## src/rtl/hcca_pkg.sv

```systemverilog
/*
  Shared constants and types for the counter auxiliary block: register map,
  control bit positions, reset values, error codes and timing figures.
  Assumes a single 200 MHz system clock.
*/
package hcca_pkg;

  // timing
  localparam int unsigned CLK_PERIOD_NS = 5;
  localparam int unsigned ONE_MS_NS = 1000000;
  localparam int unsigned CYC_PER_MS = (ONE_MS_NS + CLK_PERIOD_NS - 1) / CLK_PERIOD_NS;

  // register byte offsets
  localparam logic [7:0] OFS_CTRL = 8'h00;
  localparam logic [7:0] OFS_CMD = 8'h04;
  localparam logic [7:0] OFS_MODE = 8'h08;
  localparam logic [7:0] OFS_IPRESET = 8'h0C;
  localparam logic [7:0] OFS_EPRESET = 8'h10;
  localparam logic [7:0] OFS_CMP0_MIN = 8'h14;
  localparam logic [7:0] OFS_CMP0_MAX = 8'h18;
  localparam logic [7:0] OFS_CMP1_MIN = 8'h1C;
  localparam logic [7:0] OFS_CMP1_MAX = 8'h20;
  localparam logic [7:0] OFS_RING_MIN = 8'h24;
  localparam logic [7:0] OFS_RING_MAX = 8'h28;
  localparam logic [7:0] OFS_UNIT_MS = 8'h2C;
  localparam logic [7:0] OFS_PPR = 8'h30;
  localparam logic [7:0] OFS_POINT_SEL = 8'h34;
  localparam logic [7:0] OFS_STATUS = 8'h38;
  localparam logic [7:0] OFS_COUNT = 8'h3C;
  localparam logic [7:0] OFS_REV_CNT = 8'h40;

  // control register bits
  localparam int unsigned CTRL_CNT_EN = 0;
  localparam int unsigned CTRL_EXT_ALLOW = 2;
  localparam int unsigned CTRL_CMP_EN = 3;
  localparam int unsigned CTRL_REV_EN = 4;
  localparam int unsigned CTRL_LATCH = 5;
  localparam int unsigned CTRL_RING = 6;

  // command register bits, write-one pulses
  localparam int unsigned CMD_IPRESET = 0;
  localparam int unsigned CMD_CB_RESET = 1;
  localparam int unsigned CMD_CMP0_CLR = 2;
  localparam int unsigned CMD_CMP1_CLR = 3;

  // status register bits
  localparam int unsigned STAT_CARRY = 0;
  localparam int unsigned STAT_BORROW = 1;
  localparam int unsigned STAT_EQ0 = 2;
  localparam int unsigned STAT_EQ1 = 3;
  localparam int unsigned STAT_ERR_LSB = 8;

  // reset values
  localparam logic [7:0] CTRL_RST = 8'h00;
  localparam logic [15:0] MODE_RST = 16'h0000;
  localparam logic [15:0] POINT_SEL_RST = 16'hFFFF;
  localparam logic [31:0] WORD_RST = 32'h00000000;

  // limits and codes
  localparam logic [31:0] LIN_MAX = 32'h7FFFFFFF;
  localparam logic [31:0] LIN_MIN = 32'h80000000;
  localparam logic [15:0] SET_LO = 16'h0001;
  localparam logic [15:0] SET_HI = 16'hEA60;
  localparam logic [7:0] ERR_NONE = 8'h00;
  localparam logic [7:0] ERR_MODE = 8'h17;
  localparam logic [7:0] ERR_UNIT = 8'h22;
  localparam logic [7:0] ERR_PPR = 8'h23;
  localparam logic [7:0] NUM_POINTS = 8'h08;

  typedef enum logic [2:0] {
    CMP_LT = 3'h0,
    CMP_LE = 3'h1,
    CMP_EQ = 3'h2,
    CMP_GE = 3'h3,
    CMP_GT = 3'h4,
    CMP_IN = 3'h5,
    CMP_OUT = 3'h6
  } hcca_cmp_mode_t;

  function automatic logic in_setting_range(input logic [15:0] v);
    in_setting_range = (v >= SET_LO) && (v <= SET_HI);
  endfunction

endpackage

```

## src/rtl/hcca_cmp.sv

```systemverilog
/*
  One compare unit: judges the signed count against its min/max values in
  one of seven modes and registers the result.
  Assumes count and settings come from the same clock domain.
*/
`timescale 1ns/1ps
module hcca_cmp
  import hcca_pkg::*;
(
  // clock and reset
  input wire logic clk_in,
  input wire logic arst_n_in,
  // operands and control
  input wire logic [31:0] count_in,
  input wire logic [31:0] lo_in,
  input wire logic [31:0] hi_in,
  input wire logic [7:0] mode_in,
  input wire logic enable_in,
  input wire logic clear_in,
  // result
  output logic match_out
);

  logic match_q;
  logic match_d;
  wire signed [31:0] cnt = $signed(count_in);
  wire signed [31:0] lo = $signed(lo_in);
  wire signed [31:0] hi = $signed(hi_in);
  wire mode_ok = (mode_in <= 8'(CMP_OUT));
  wire [2:0] m = mode_in[2:0];
  wire hit = !mode_ok ? 1'b0 :
             (m == CMP_LT) ? (cnt < lo) :
             (m == CMP_LE) ? (cnt <= lo) :
             (m == CMP_EQ) ? (cnt == lo) :
             (m == CMP_GE) ? (cnt >= lo) :
             (m == CMP_GT) ? (cnt > lo) :
             (m == CMP_IN) ? (cnt >= lo && cnt <= hi) :
             (cnt <= lo || cnt >= hi);

  // equal mode holds its output until software clears it; a new hit wins
  assign match_d = !enable_in ? 1'b0 :
                   (m == CMP_EQ && mode_ok) ? (hit | (match_q & !clear_in)) :
                   hit;

  always_ff @(posedge clk_in or negedge arst_n_in)
  begin
    if (!arst_n_in)
    begin
      match_q <= 1'b0;
    end
    else
    begin
      match_q <= match_d;
    end
  end

  assign match_out = match_q;

endmodule

```

## src/rtl/hcca_rev.sv

```systemverilog
/*
  Pulses-per-unit-time measurement: counts input pulses over windows of a
  set number of milliseconds and shows the total at each window end.
  Assumes pulse_in is a one-cycle strobe on the same clock.
*/
`timescale 1ns/1ps
module hcca_rev
  import hcca_pkg::*;
#(
  parameter int unsigned CYC_MS = CYC_PER_MS
)
(
  // clock and reset
  input wire logic clk_in,
  input wire logic arst_n_in,
  // control
  input wire logic enable_in,
  input wire logic [15:0] unit_ms_in,
  input wire logic pulse_in,
  // result
  output logic [31:0] pulses_out
);

  logic [31:0] div_q;
  logic [15:0] ms_q;
  logic [31:0] acc_q;
  logic [31:0] pulses_q;
  wire ms_tick = (div_q == 32'(CYC_MS - 1));
  wire win_end = ms_tick && (ms_q == unit_ms_in - SET_LO);
  wire [31:0] acc_next = acc_q + {31'h00000000, pulse_in};

  always_ff @(posedge clk_in or negedge arst_n_in)
  begin
    if (!arst_n_in)
    begin
      div_q <= WORD_RST;
      ms_q <= 16'h0000;
      acc_q <= WORD_RST;
      pulses_q <= WORD_RST;
    end
    else if (!enable_in)
    begin
      // restart the window cleanly each time measurement is switched on
      div_q <= WORD_RST;
      ms_q <= 16'h0000;
      acc_q <= WORD_RST;
    end
    else
    begin
      div_q <= ms_tick ? WORD_RST : div_q + 32'h00000001;
      ms_q <= win_end ? 16'h0000 : (ms_tick ? ms_q + 16'h0001 : ms_q);
      acc_q <= win_end ? WORD_RST : acc_next;
      if (win_end)
      begin
        pulses_q <= acc_next;
      end
    end
  end

  assign pulses_out = pulses_q;

endmodule

```

## src/rtl/hcca_top.sv

```systemverilog
/*
  Counter channel auxiliary logic: count register with presets, latch,
  carry/borrow, two compare units, pulse-rate measurement and registers.
  Assumes count_up_in/count_dn_in are decoded one-cycle strobes on clk_in;
  the external preset pin is asynchronous.
*/
`timescale 1ns/1ps
// Overview of operation
// - two independent compare units each judge the 32-bit count.
// - mode codes 0..6 mean lt, le, eq, ge, gt, inside, outside.
// - a mode above 6 reports error code 23.
// - compare works only while compare enable is 1; program sets it after mode.
// - a result reaches an output point only if a point is designated.
// - mode 0 output on while count below the value.
// - mode 1 output on while count at or below the value.
// - mode 2 output on at equality; program clears it by enable or clear.
// - mode 3 output on while count at or above the value.
// - mode 4 output on while count above the value.
// - mode 5 output on while count lies within min..max inclusive.
// - mode 6 output on while count at/below min or at/above max.
// - carry on reaching max linear value, up-counting stops; ring wrap sets carry.
// - borrow on reaching min linear value, down-counting stops; ring wrap sets borrow.
// - carry and borrow hold until the shared reset command clears them.
// - with measurement on, pulses per window are shown at each window end.
// - measurement on with unit time outside 1..60000 ms reports error 34.
// - measurement on with pulses per revolution outside 1..60000 reports 35.
// - with latch on, the count survives restart and resumes from there.
// - internal preset command loads the internal preset value.
// - the preset pin, when allowed, loads the external preset value.
// - after linear carry up-count blocks; after borrow down-count blocks.
module hcca_top
  import hcca_pkg::*;
#(
  parameter int unsigned CYC_MS = CYC_PER_MS
)
(
  // clock and reset
  input wire logic clk_in,
  input wire logic arst_n_in,
  // register port
  input wire logic [7:0] addr_in,
  input wire logic [31:0] wdata_in,
  input wire logic wr_in,
  input wire logic rd_in,
  output logic [31:0] rdata_out,
  // counting events
  input wire logic count_up_in,
  input wire logic count_dn_in,
  input wire logic restart_in,
  input wire logic external_preset_input_ch0_in,
  // results
  output logic [7:0] compare_output_points_out,
  output logic [31:0] count_value_out,
  output logic carry_flag_out,
  output logic borrow_flag_out,
  output logic [7:0] error_code_out
);

  logic [7:0] ctrl_q;
  logic [15:0] mode_q;
  logic [31:0] ipre_q;
  logic [31:0] epre_q;
  logic [31:0] c0_min_q;
  logic [31:0] c0_max_q;
  logic [31:0] c1_min_q;
  logic [31:0] c1_max_q;
  logic [31:0] ring_min_q;
  logic [31:0] ring_max_q;
  logic [15:0] unit_q;
  logic [15:0] ppr_q;
  logic [15:0] psel_q;
  logic [31:0] count_q;
  logic [31:0] count_d;
  logic carry_q;
  logic borrow_q;
  logic [7:0] err_q;
  logic [7:0] pts_q;
  logic [7:0] pts_d;
  logic [31:0] rdata_q;
  logic [2:0] pin_q;
  logic pin_stable_q;
  logic m0;
  logic m1;
  logic [31:0] rev_cnt;

  // write decode
  wire wr_ctrl = wr_in && (addr_in == OFS_CTRL);
  wire wr_cmd = wr_in && (addr_in == OFS_CMD);
  wire cmd_ipre = wr_cmd && wdata_in[CMD_IPRESET];
  wire cmd_cb_rst = wr_cmd && wdata_in[CMD_CB_RESET];
  wire cmd_c0_clr = wr_cmd && wdata_in[CMD_CMP0_CLR];
  wire cmd_c1_clr = wr_cmd && wdata_in[CMD_CMP1_CLR];

  // preset pin: three stages, a change counts once stages two and three agree
  wire pin_agree = (pin_q[1] == pin_q[2]);
  wire pin_rise = pin_agree && pin_q[2] && !pin_stable_q;

  // count control
  wire ring = ctrl_q[CTRL_RING];
  wire cnt_en = ctrl_q[CTRL_CNT_EN];
  wire ld_int = cmd_ipre;
  wire ld_ext = pin_rise && ctrl_q[CTRL_EXT_ALLOW];
  wire clr_run = restart_in && !ctrl_q[CTRL_LATCH];
  wire any_load = ld_int || ld_ext || clr_run;
  wire at_top = (count_q == LIN_MAX);
  wire at_bot = (count_q == LIN_MIN);
  wire up_ok = ring || !(carry_q || at_top);
  wire dn_ok = ring || !(borrow_q || at_bot);
  wire step_up = cnt_en && count_up_in && !count_dn_in && up_ok && !any_load;
  wire step_dn = cnt_en && count_dn_in && !count_up_in && dn_ok && !any_load;
  wire ring_top = ring && (count_q == ring_max_q);
  wire ring_bot = ring && (count_q == ring_min_q);
  wire carry_set = step_up && (ring ? ring_top : (count_q == LIN_MAX - 32'h00000001));
  wire borrow_set = step_dn && (ring ? ring_bot : (count_q == LIN_MIN + 32'h00000001));

  // only the preset command, the preset pin or restart may move the count besides stepping
  assign count_d = ld_int ? ipre_q :
                   ld_ext ? epre_q :
                   clr_run ? WORD_RST :
                   step_up ? (ring_top ? ring_min_q : count_q + 32'h00000001) :
                   step_dn ? (ring_bot ? ring_max_q : count_q - 32'h00000001) :
                   count_q;

  // errors, mode error first
  wire mode_bad = (mode_q[7:0] > 8'(CMP_OUT)) || (mode_q[15:8] > 8'(CMP_OUT));
  wire rev_en = ctrl_q[CTRL_REV_EN];
  wire unit_bad = rev_en && !in_setting_range(unit_q);
  wire ppr_bad = rev_en && !in_setting_range(ppr_q);
  wire [7:0] err_d = mode_bad ? ERR_MODE :
                     unit_bad ? ERR_UNIT :
                     ppr_bad ? ERR_PPR :
                     ERR_NONE;

  // the two compare units share the count and the compare enable bit but nothing else
  hcca_cmp u_cmp0 (
    .clk_in(clk_in),
    .arst_n_in(arst_n_in),
    .count_in(count_q),
    .lo_in(c0_min_q),
    .hi_in(c0_max_q),
    .mode_in(mode_q[7:0]),
    .enable_in(ctrl_q[CTRL_CMP_EN]),
    .clear_in(cmd_c0_clr),
    .match_out(m0)
  );

  hcca_cmp u_cmp1 (
    .clk_in(clk_in),
    .arst_n_in(arst_n_in),
    .count_in(count_q),
    .lo_in(c1_min_q),
    .hi_in(c1_max_q),
    .mode_in(mode_q[15:8]),
    .enable_in(ctrl_q[CTRL_CMP_EN]),
    .clear_in(cmd_c1_clr),
    .match_out(m1)
  );

  hcca_rev #(
    .CYC_MS(CYC_MS)
  ) u_rev (
    .clk_in(clk_in),
    .arst_n_in(arst_n_in),
    .enable_in(rev_en && !unit_bad && !ppr_bad),
    .unit_ms_in(unit_q),
    .pulse_in(cnt_en && (count_up_in ^ count_dn_in)),
    .pulses_out(rev_cnt)
  );

  // a designation at or above the point count means no output point
  always_comb
  begin
    for (int i = 0; i < 8; i++)
    begin
      pts_d[i] = (m0 && psel_q[7:0] == 8'(i)) || (m1 && psel_q[15:8] == 8'(i));
    end
  end

  // read mux
  wire [31:0] status = {16'h0000, err_q, 4'h0, m1, m0, borrow_q, carry_q};
  wire [31:0] rdata_d = (addr_in == OFS_CTRL) ? {24'h000000, ctrl_q} :
                        (addr_in == OFS_MODE) ? {16'h0000, mode_q} :
                        (addr_in == OFS_IPRESET) ? ipre_q :
                        (addr_in == OFS_EPRESET) ? epre_q :
                        (addr_in == OFS_CMP0_MIN) ? c0_min_q :
                        (addr_in == OFS_CMP0_MAX) ? c0_max_q :
                        (addr_in == OFS_CMP1_MIN) ? c1_min_q :
                        (addr_in == OFS_CMP1_MAX) ? c1_max_q :
                        (addr_in == OFS_RING_MIN) ? ring_min_q :
                        (addr_in == OFS_RING_MAX) ? ring_max_q :
                        (addr_in == OFS_UNIT_MS) ? {16'h0000, unit_q} :
                        (addr_in == OFS_PPR) ? {16'h0000, ppr_q} :
                        (addr_in == OFS_POINT_SEL) ? {16'h0000, psel_q} :
                        (addr_in == OFS_STATUS) ? status :
                        (addr_in == OFS_COUNT) ? count_q :
                        (addr_in == OFS_REV_CNT) ? rev_cnt :
                        WORD_RST;

  always_ff @(posedge clk_in or negedge arst_n_in)
  begin
    if (!arst_n_in)
    begin
      ctrl_q <= CTRL_RST;
      mode_q <= MODE_RST;
      psel_q <= POINT_SEL_RST;
      unit_q <= 16'h0000;
      ppr_q <= 16'h0000;
      {ipre_q, epre_q, ring_min_q, ring_max_q} <= {4{WORD_RST}};
      {c0_min_q, c0_max_q, c1_min_q, c1_max_q} <= {4{WORD_RST}};
    end
    else if (wr_in)
    begin
      ctrl_q <= wr_ctrl ? wdata_in[7:0] : ctrl_q;
      mode_q <= (addr_in == OFS_MODE) ? wdata_in[15:0] : mode_q;
      psel_q <= (addr_in == OFS_POINT_SEL) ? wdata_in[15:0] : psel_q;
      unit_q <= (addr_in == OFS_UNIT_MS) ? wdata_in[15:0] : unit_q;
      ppr_q <= (addr_in == OFS_PPR) ? wdata_in[15:0] : ppr_q;
      ipre_q <= (addr_in == OFS_IPRESET) ? wdata_in : ipre_q;
      epre_q <= (addr_in == OFS_EPRESET) ? wdata_in : epre_q;
      ring_min_q <= (addr_in == OFS_RING_MIN) ? wdata_in : ring_min_q;
      ring_max_q <= (addr_in == OFS_RING_MAX) ? wdata_in : ring_max_q;
      c0_min_q <= (addr_in == OFS_CMP0_MIN) ? wdata_in : c0_min_q;
      c0_max_q <= (addr_in == OFS_CMP0_MAX) ? wdata_in : c0_max_q;
      c1_min_q <= (addr_in == OFS_CMP1_MIN) ? wdata_in : c1_min_q;
      c1_max_q <= (addr_in == OFS_CMP1_MAX) ? wdata_in : c1_max_q;
    end
  end

  always_ff @(posedge clk_in or negedge arst_n_in)
  begin
    if (!arst_n_in)
    begin
      count_q <= WORD_RST;
      carry_q <= 1'b0;
      borrow_q <= 1'b0;
      err_q <= ERR_NONE;
      pts_q <= 8'h00;
      rdata_q <= WORD_RST;
      pin_q <= 3'h0;
      pin_stable_q <= 1'b0;
    end
    else
    begin
      count_q <= count_d;
      carry_q <= carry_set || (carry_q && !cmd_cb_rst);
      borrow_q <= borrow_set || (borrow_q && !cmd_cb_rst);
      err_q <= err_d;
      pts_q <= pts_d;
      rdata_q <= rd_in ? rdata_d : WORD_RST;
      pin_q <= {pin_q[1:0], external_preset_input_ch0_in};
      pin_stable_q <= pin_agree ? pin_q[2] : pin_stable_q;
    end
  end

  assign rdata_out = rdata_q;
  assign count_value_out = count_q;
  assign carry_flag_out = carry_q;
  assign borrow_flag_out = borrow_q;
  assign error_code_out = err_q;
  assign compare_output_points_out = pts_q;

  wire no_load = !ld_int && !ld_ext && !clr_run;
  wire lin_up = !ring && cnt_en && count_up_in && !count_dn_in && no_load;
  // helper terms for the end-of-range and stepping checks
  wire lin_dn = !ring && cnt_en && count_dn_in && !count_up_in && no_load;
  // a carry already standing blocks the step, so only a fresh approach must land
  wire lin_near_top = lin_up && !carry_q && (count_q == LIN_MAX - 32'h00000001);
  wire lin_near_bot = lin_dn && !borrow_q && (count_q == LIN_MIN + 32'h00000001);
  wire [31:0] count_inc = count_q + 32'h00000001;
  wire [31:0] count_dec = count_q - 32'h00000001;
endmodule

```

## config.mk

```make
export PLATFORM = sky130hd
export DESIGN_NAME = hcca_top
export DESIGN_NICKNAME = d
export VERILOG_FILES = /design/src/rtl/hcca_pkg.sv /design/src/rtl/hcca_cmp.sv /design/src/rtl/hcca_rev.sv /design/src/rtl/hcca_top.sv
export SDC_FILE = /design/constraint.sdc
export NUM_CORES = 1
export LEC_CHECK = 0
export BUFFER_PORTS_ARGS = -buffer_cell sky130_fd_sc_hd__buf_2
export CAP_MARGIN = 20
export CORE_ASPECT_RATIO = 2
export CORE_UTILIZATION = 55
export CTS_CLUSTER_DIAMETER = 80
export DETAILED_ROUTE_END_ITERATION = 12
export HOLD_SLACK_MARGIN = 0.06
export PLACE_DENSITY = 0.72
export RECOVER_POWER = 50
export SLEW_MARGIN = 20
export SYNTH_ARGS = -nofsm -noshare
export SYNTH_HDL_FRONTEND = slang
export SYNTH_SLANG_ARGS = --single-unit
```

## constraint.sdc

```tcl
create_clock -name clk_in -period 8.1 [get_ports clk_in]
set_clock_uncertainty 0.2 [all_clocks]
set_input_delay 0 -clock clk_in [delete_from_list [all_inputs] [get_ports clk_in]]
set_output_delay 0 -clock clk_in [all_outputs]
set_load 0.005 [all_outputs]
```

Yosys cells after proc, flatten, opt, wreduce, memory -nomap -nowiden:

Index checks and enable logic that the tools add are counted.

* register bits after elaboration: 526
* input bits: 48
* output and inout port bits: 82
* word-level logic and storage cells: 269

* add/subtract/negate cells: 6
* $lt $le $gt $ge: 20
* eq/ne operators: 52
* muxes and demuxes: 54
* bitwise operators: 5
* reductions and logical operators: 105

Operators by type and width (count)
* 2-to-1 mux 32 bit: 28
* equality test 32 bit: 4
* greater-or-equal comparator 32 bit: 4
* <= comparator 32 bit: 4
* equality test 8 x 3 -> 1 bit, second input constant: 9
* adder 32 x 1 -> 32 bit, second input constant: 2
* equality test 32 x 31 -> 1 bit, second input constant: 2
* equality test 32 bit, second input constant: 2
* equality test 8 x 6 -> 1 bit, second input constant: 8
* greater-than comparator 32 bit: 2
* < comparator 32 bit: 2
* logical AND 1 bit: 52
* 2-to-1 mux 16 bit: 3
* adder 32 x 1 -> 32 bit: 1
* equality test 32 x 18 -> 1 bit, second input constant: 1
* equality test 8 x 2 -> 1 bit, second input constant: 4
* equality test 8 x 5 -> 1 bit, second input constant: 4
* greater-or-equal comparator 16 x 1 -> 1 bit, second input constant: 2
* <= comparator 16 bit, second input constant: 2
* subtractor 32 x 1 -> 32 bit, second input constant: 1
* AND reduction 2 bit: 14
* zero test 8 bit: 3
* 2-to-1 mux 1 bit: 20
* logical OR 1 bit: 19
* other kinds (20): 49

Longest topological paths before layout:

* word-level depth: 18
* depth in mapped cells: 13
* mapped depth without buffers: 11

Cells and area by module:

From an unflattened synthesis, not the netlist that was laid out.

* cells, all modules: 3100
* area, all modules: 31595.3 µm²

By module, submodules not included
* hcca_top: times used 1, cells an instance 2017, area each 22245.1 µm², seq. area each 10279.9 µm²
* hcca_rev: times used 1, cells an instance 573, area each 5704.2 µm², seq. area each 2802.7 µm²
* hcca_cmp: times used 2, cells an instance 255, area each 1823.0 µm², seq. area each 25.0 µm²

Worst setup path after synthesis:

OpenSTA, ideal clock, no wires.

* path type: flip-flop to flip-flop
* from: register unit_q[0]
* to: register u_rev.pulses_q[0] (netlist: u_rev.pulses_out[0])
* library setup time: 0.125 ns
* data arrival time: 3.299 ns
* data required time: 7.775 ns
* path slack: 4.476 ns
* cell stages (with the launch flop): 13
* buffers on the path: 2
* period minus slack after synthesis: 3.624 ns
* cells stage by stage: dfrtp_1 > inv_1 > ha_1 > or4b_4 > or3_1 > clkbuf_1 > nor4_1 > xnor2_1 > nand2_1 > or4_1 > or3_1 > buf_6 > mux2_4

* longest elaborated chain between the ends: 8
* elaborated cells on any way between the ends: 12
* those cells by class: add/sub (1); order compare (2); eq/ne (1); reduce/logical (8)

RTL lines
* from (decl): line hcca_top.sv:69 `logic [15:0] unit_q;`
* from (signal assigned): line hcca_top.sv:216 `unit_q <= (addr_in == OFS_UNIT_MS) ? wdata_in[15:0] : unit_q;`
* branches (longest 7 deep; another with subtractor 16 x 1 -> 16 bit)
* AND reduction 2 bit (no line) (*)
* to (signal assigned): line hcca_rev.sv:55 `pulses_q <= acc_next;`
* to (decl): line hcca_rev.sv:27 `logic [31:0] pulses_q;`

Mark *: on every way between the ends.
A chain may end at the register's enable or synchronous reset.

Final worst setup path:

* from: register count_q[4] (netlist: count_value_out[4])
* to: register count_q[4] (netlist: count_value_out[4])

* longest elaborated chain between the ends: 10
* elaborated cells on any way between the ends: 26
* those cells by class: add/sub (2); eq/ne (4); mux (7); reduce/logical (13)

RTL lines
* from (decl): line hcca_top.sv:72 `logic [31:0] count_q;`
* from (signal assigned): line hcca_top.sv:244 `count_q <= count_d;`
* branches (longest 10 deep; another with subtractor 32 x 1 -> 32 bit)

Several ways; the timed one is not identified. The select of a mux whose other input is x is not followed.

==> results.md <==
* Final hold vios at 0
* Clock-pin slew on the worst setup and hold paths at 0.07 ns
* Synth top area cells: dfrtp_1, mux2_2, ha_1
* Die Span Y at 334.3 microns
* Vias at about 27,000
* Area growth, synth to finish at 10.81%
* Final GP Congestion at approximately 1.1
* Avg Synthesized Cell Area at between 10 and 15 sq um
* # clock sinks at 524
* P_leak at 15.31 nW
* Worst-path maximum fanout at 19
* Commonest non-fill, non-tap cell in the layout: dfrtp_1
* First-pass GRT wire length at 185.7 mm
* Tmin final at 5.271 ns
* DP HPWL at 89.64 mm
* Worst EP arrival at 5.62 ns
* Initial antenna violation count at 5
* Critical Path RT at 8.45 ns
* Setup violations, final at 0
* VDD IR-drop max at 0.1854 mV
* EDFF count, synth at 0
* Top Ports at 130
* Total CTS buffers at 48
* Final cycle utilization of the critical path at around two thirds
* Port buffer count at 126
* Number of fill cells in the layout at 4,585
* Row cnt at 121
* Total negative slack at 0 ns
* Remaining DRCs at 0
* CP endpoint kind: register
* Finished Cell Area at approximately 34,000 sq um
* Status: complete, but fails checks
* Failing checks: max-capacitance violations, max-slew violations
* Core box area at 54,500 sq um
* Detail Route Antenna Nets at 0
* Post-synth top area share at 41.87%
* Total Routing Usage GR at 46.30%
* Register area share after synthesis at 43.26%
* Slew HR at -163.4%
* Crit Path Category: reg -> reg
* Dominant synthesized flop cell: dfrtp_1
* CTS tree: built
* Die area at 56,200 sq um
* Final wirelength at 128.8 mm
* Register area at between 10,000 and 15,000 sq um
* Final #Nets at 3,272
* Area leader, netlist: dfrtp_1
* Max Fclk at 0.1897 GHz
* FFs w/ async S/R, synth at 100.0%
* First drt pass iteration count at 9
* Multi-input logic area at 15,830 sq um
* Power per cell area at 185.7 nW/um^2
* Post-CTS Resized at 0
* Clock Path Buffers at 3
* RSZ-0062 raised after global routing: false
* Layout cells sized above 1 at 18.91%
* Worst-Margin Slew at 3.951 ns
* Final slew viol count at 361
* Type of origin of the critical path: register
* DR WL/cell at 33.91 microns
* Die Wd at 168.1 microns
* HP Class: in -> reg
* Netlist cell types at 77
* GRT overflow at 0
* Ys Warns at 0
* Routed vias/inst at 7.037
* Max cap viols at 7
* Worst-Skew Late Latency at between 0.6 and 0.7 ns
* Synth Cell Area at 30,360 sq um
* Iter 0 DRT Violations at 3,401
* Synth Instances at between 2,000 and 3,000
* Placement Cell Area at 31,650 sq um
* Final design utilization at 61.72%
* Initial Utilization at 55.70%
* H-Tree Depth at 2
* CTS root buf: clkbuf_16
* Most frequent cells in the layout: dfrtp_1, mux2_2, inv_1, nor2_1, nand2_1
* Hold Worst Slack at 0.08447 ns
* Pin count of the biggest net entering global routing at 139
* Number of global-route vias before repair at 27,092
* Synth Register Bits at 524
[Yosys cell counts (all sizes together) (11+ instances only)]
cell,instances
dfrtp,508
mux2,333
inv,200
nor2,191
nand2,156
ha,140
a21oi,134
clkbuf,133
xor2,109
xnor2,106
nand3,84
nand4,84
o21ai,80
mux2i,71
a22oi,69
o22ai,66
nor3,52
buf,51
nor4,50
a211oi,29
a221oi,28
a31oi,26
and3,26
a222oi,24
o211ai,20
and2,18
o221ai,18
dfstp,16
or3,13
or4,12
nand2b,11
[cells by family after synthesis]
kind of cell	count (synthesis)	synth area share, %
flops	524	43.26
buf+inv	384	5.003
fa+ha+maj	140	5.770
simple gates	749	12.44
xor+xnor	215	6.202
mux	404	14.72
compound gates	570	12.60
other cells	1	0.01235
[worst max-delay path: stages (launching register included)]
cell	delay [ns]
dfrtp_1	0.32
clkbuf_1	0.94
nand3_1	0.47
nor4_1	0.71
nand2_1	0.39
o211ai_1	0.30
nand2_1	0.60
o22ai_1	0.95
a21oi_1	0.08
a21oi_1	0.19
[area by class of cell]
class | count | area share (%)
Inverter | 200 | 2.232
Tap cell | 676 | 2.514
Multi-Input combinational cell | 2081 | 47.07
Sequential cell | 524 | 39.04
Timing Repair Buffer | 229 | 4.352
Clock buffer | 61 | 3.983
Clock inverter | 25 | 0.8071
Antenna cell | 1 | 0.007439
[power by group]
part | internal [W] | switching (W) | total, W | leakage (nW)
registers | 0.00272 | 0.000197 | 0.00292 | 7.13
clock network | 0.00131 | 0.00109 | 0.00240 | 0.789
logic | 0.000348 | 0.000581 | 0.000929 | 7.39
total | 0.00437 | 0.00187 | 0.00625 | 15.3
[per-stage QoR]
stage | instances | power (W) | setup WS (ns)
floorplan | 2989 | 0.003402 | 4.476
global route | 3796 | 0.006425 | 2.099
detailed placement | 3661 | 0.003832 | 3.555
CTS | 3794 | 0.006217 | 3.532
global placement | 3660 | 0.003815 | 3.529
finish | 3797 | 0.006246 | 2.829
[path summary, 6_finish.rpt]
path | end | slack (ns) | depth (start not counted) | start
worst min register to register | pin_q[1]$_DFF_PN0_ | 0.16 | 0 | pin_q[0]$_DFF_PN0_
worst max register to register | count_value_out[4]$_DFFE_PN0P_ | 2.83 | 9 | count_value_out[4]$_DFFE_PN0P_
max in group asynchronous | count_value_out[2]$_DFFE_PN0P_ | 2.91 | 4 | arst_n_in
worst min-delay path | c0_max_q[26]$_DFFE_PN0P_ | 0.08 | 3 | wdata_in[26]
min in group asynchronous | psel_q[14]$_DFFE_PN1P_ | 0.92 | 3 | arst_n_in
worst max-delay path | count_value_out[4]$_DFFE_PN0P_ | 2.83 | 9 | count_value_out[4]$_DFFE_PN0P_
[layer usage]
metal	part of all wire [%]	GRT usage (%)
met1	32	47.24
met2	47	76.23
met3	8.6	10.82
met4	12	46.69
met5	0.025	0.08873
[timing repair]
item	4_1_cts	5_1_grt
endpoints found under the hold margin	631	0
buffers inserted	0	0
endpoints found under the setup margin	0	0
hold buffers	47	0
Power figures use the tool's default switching activity.
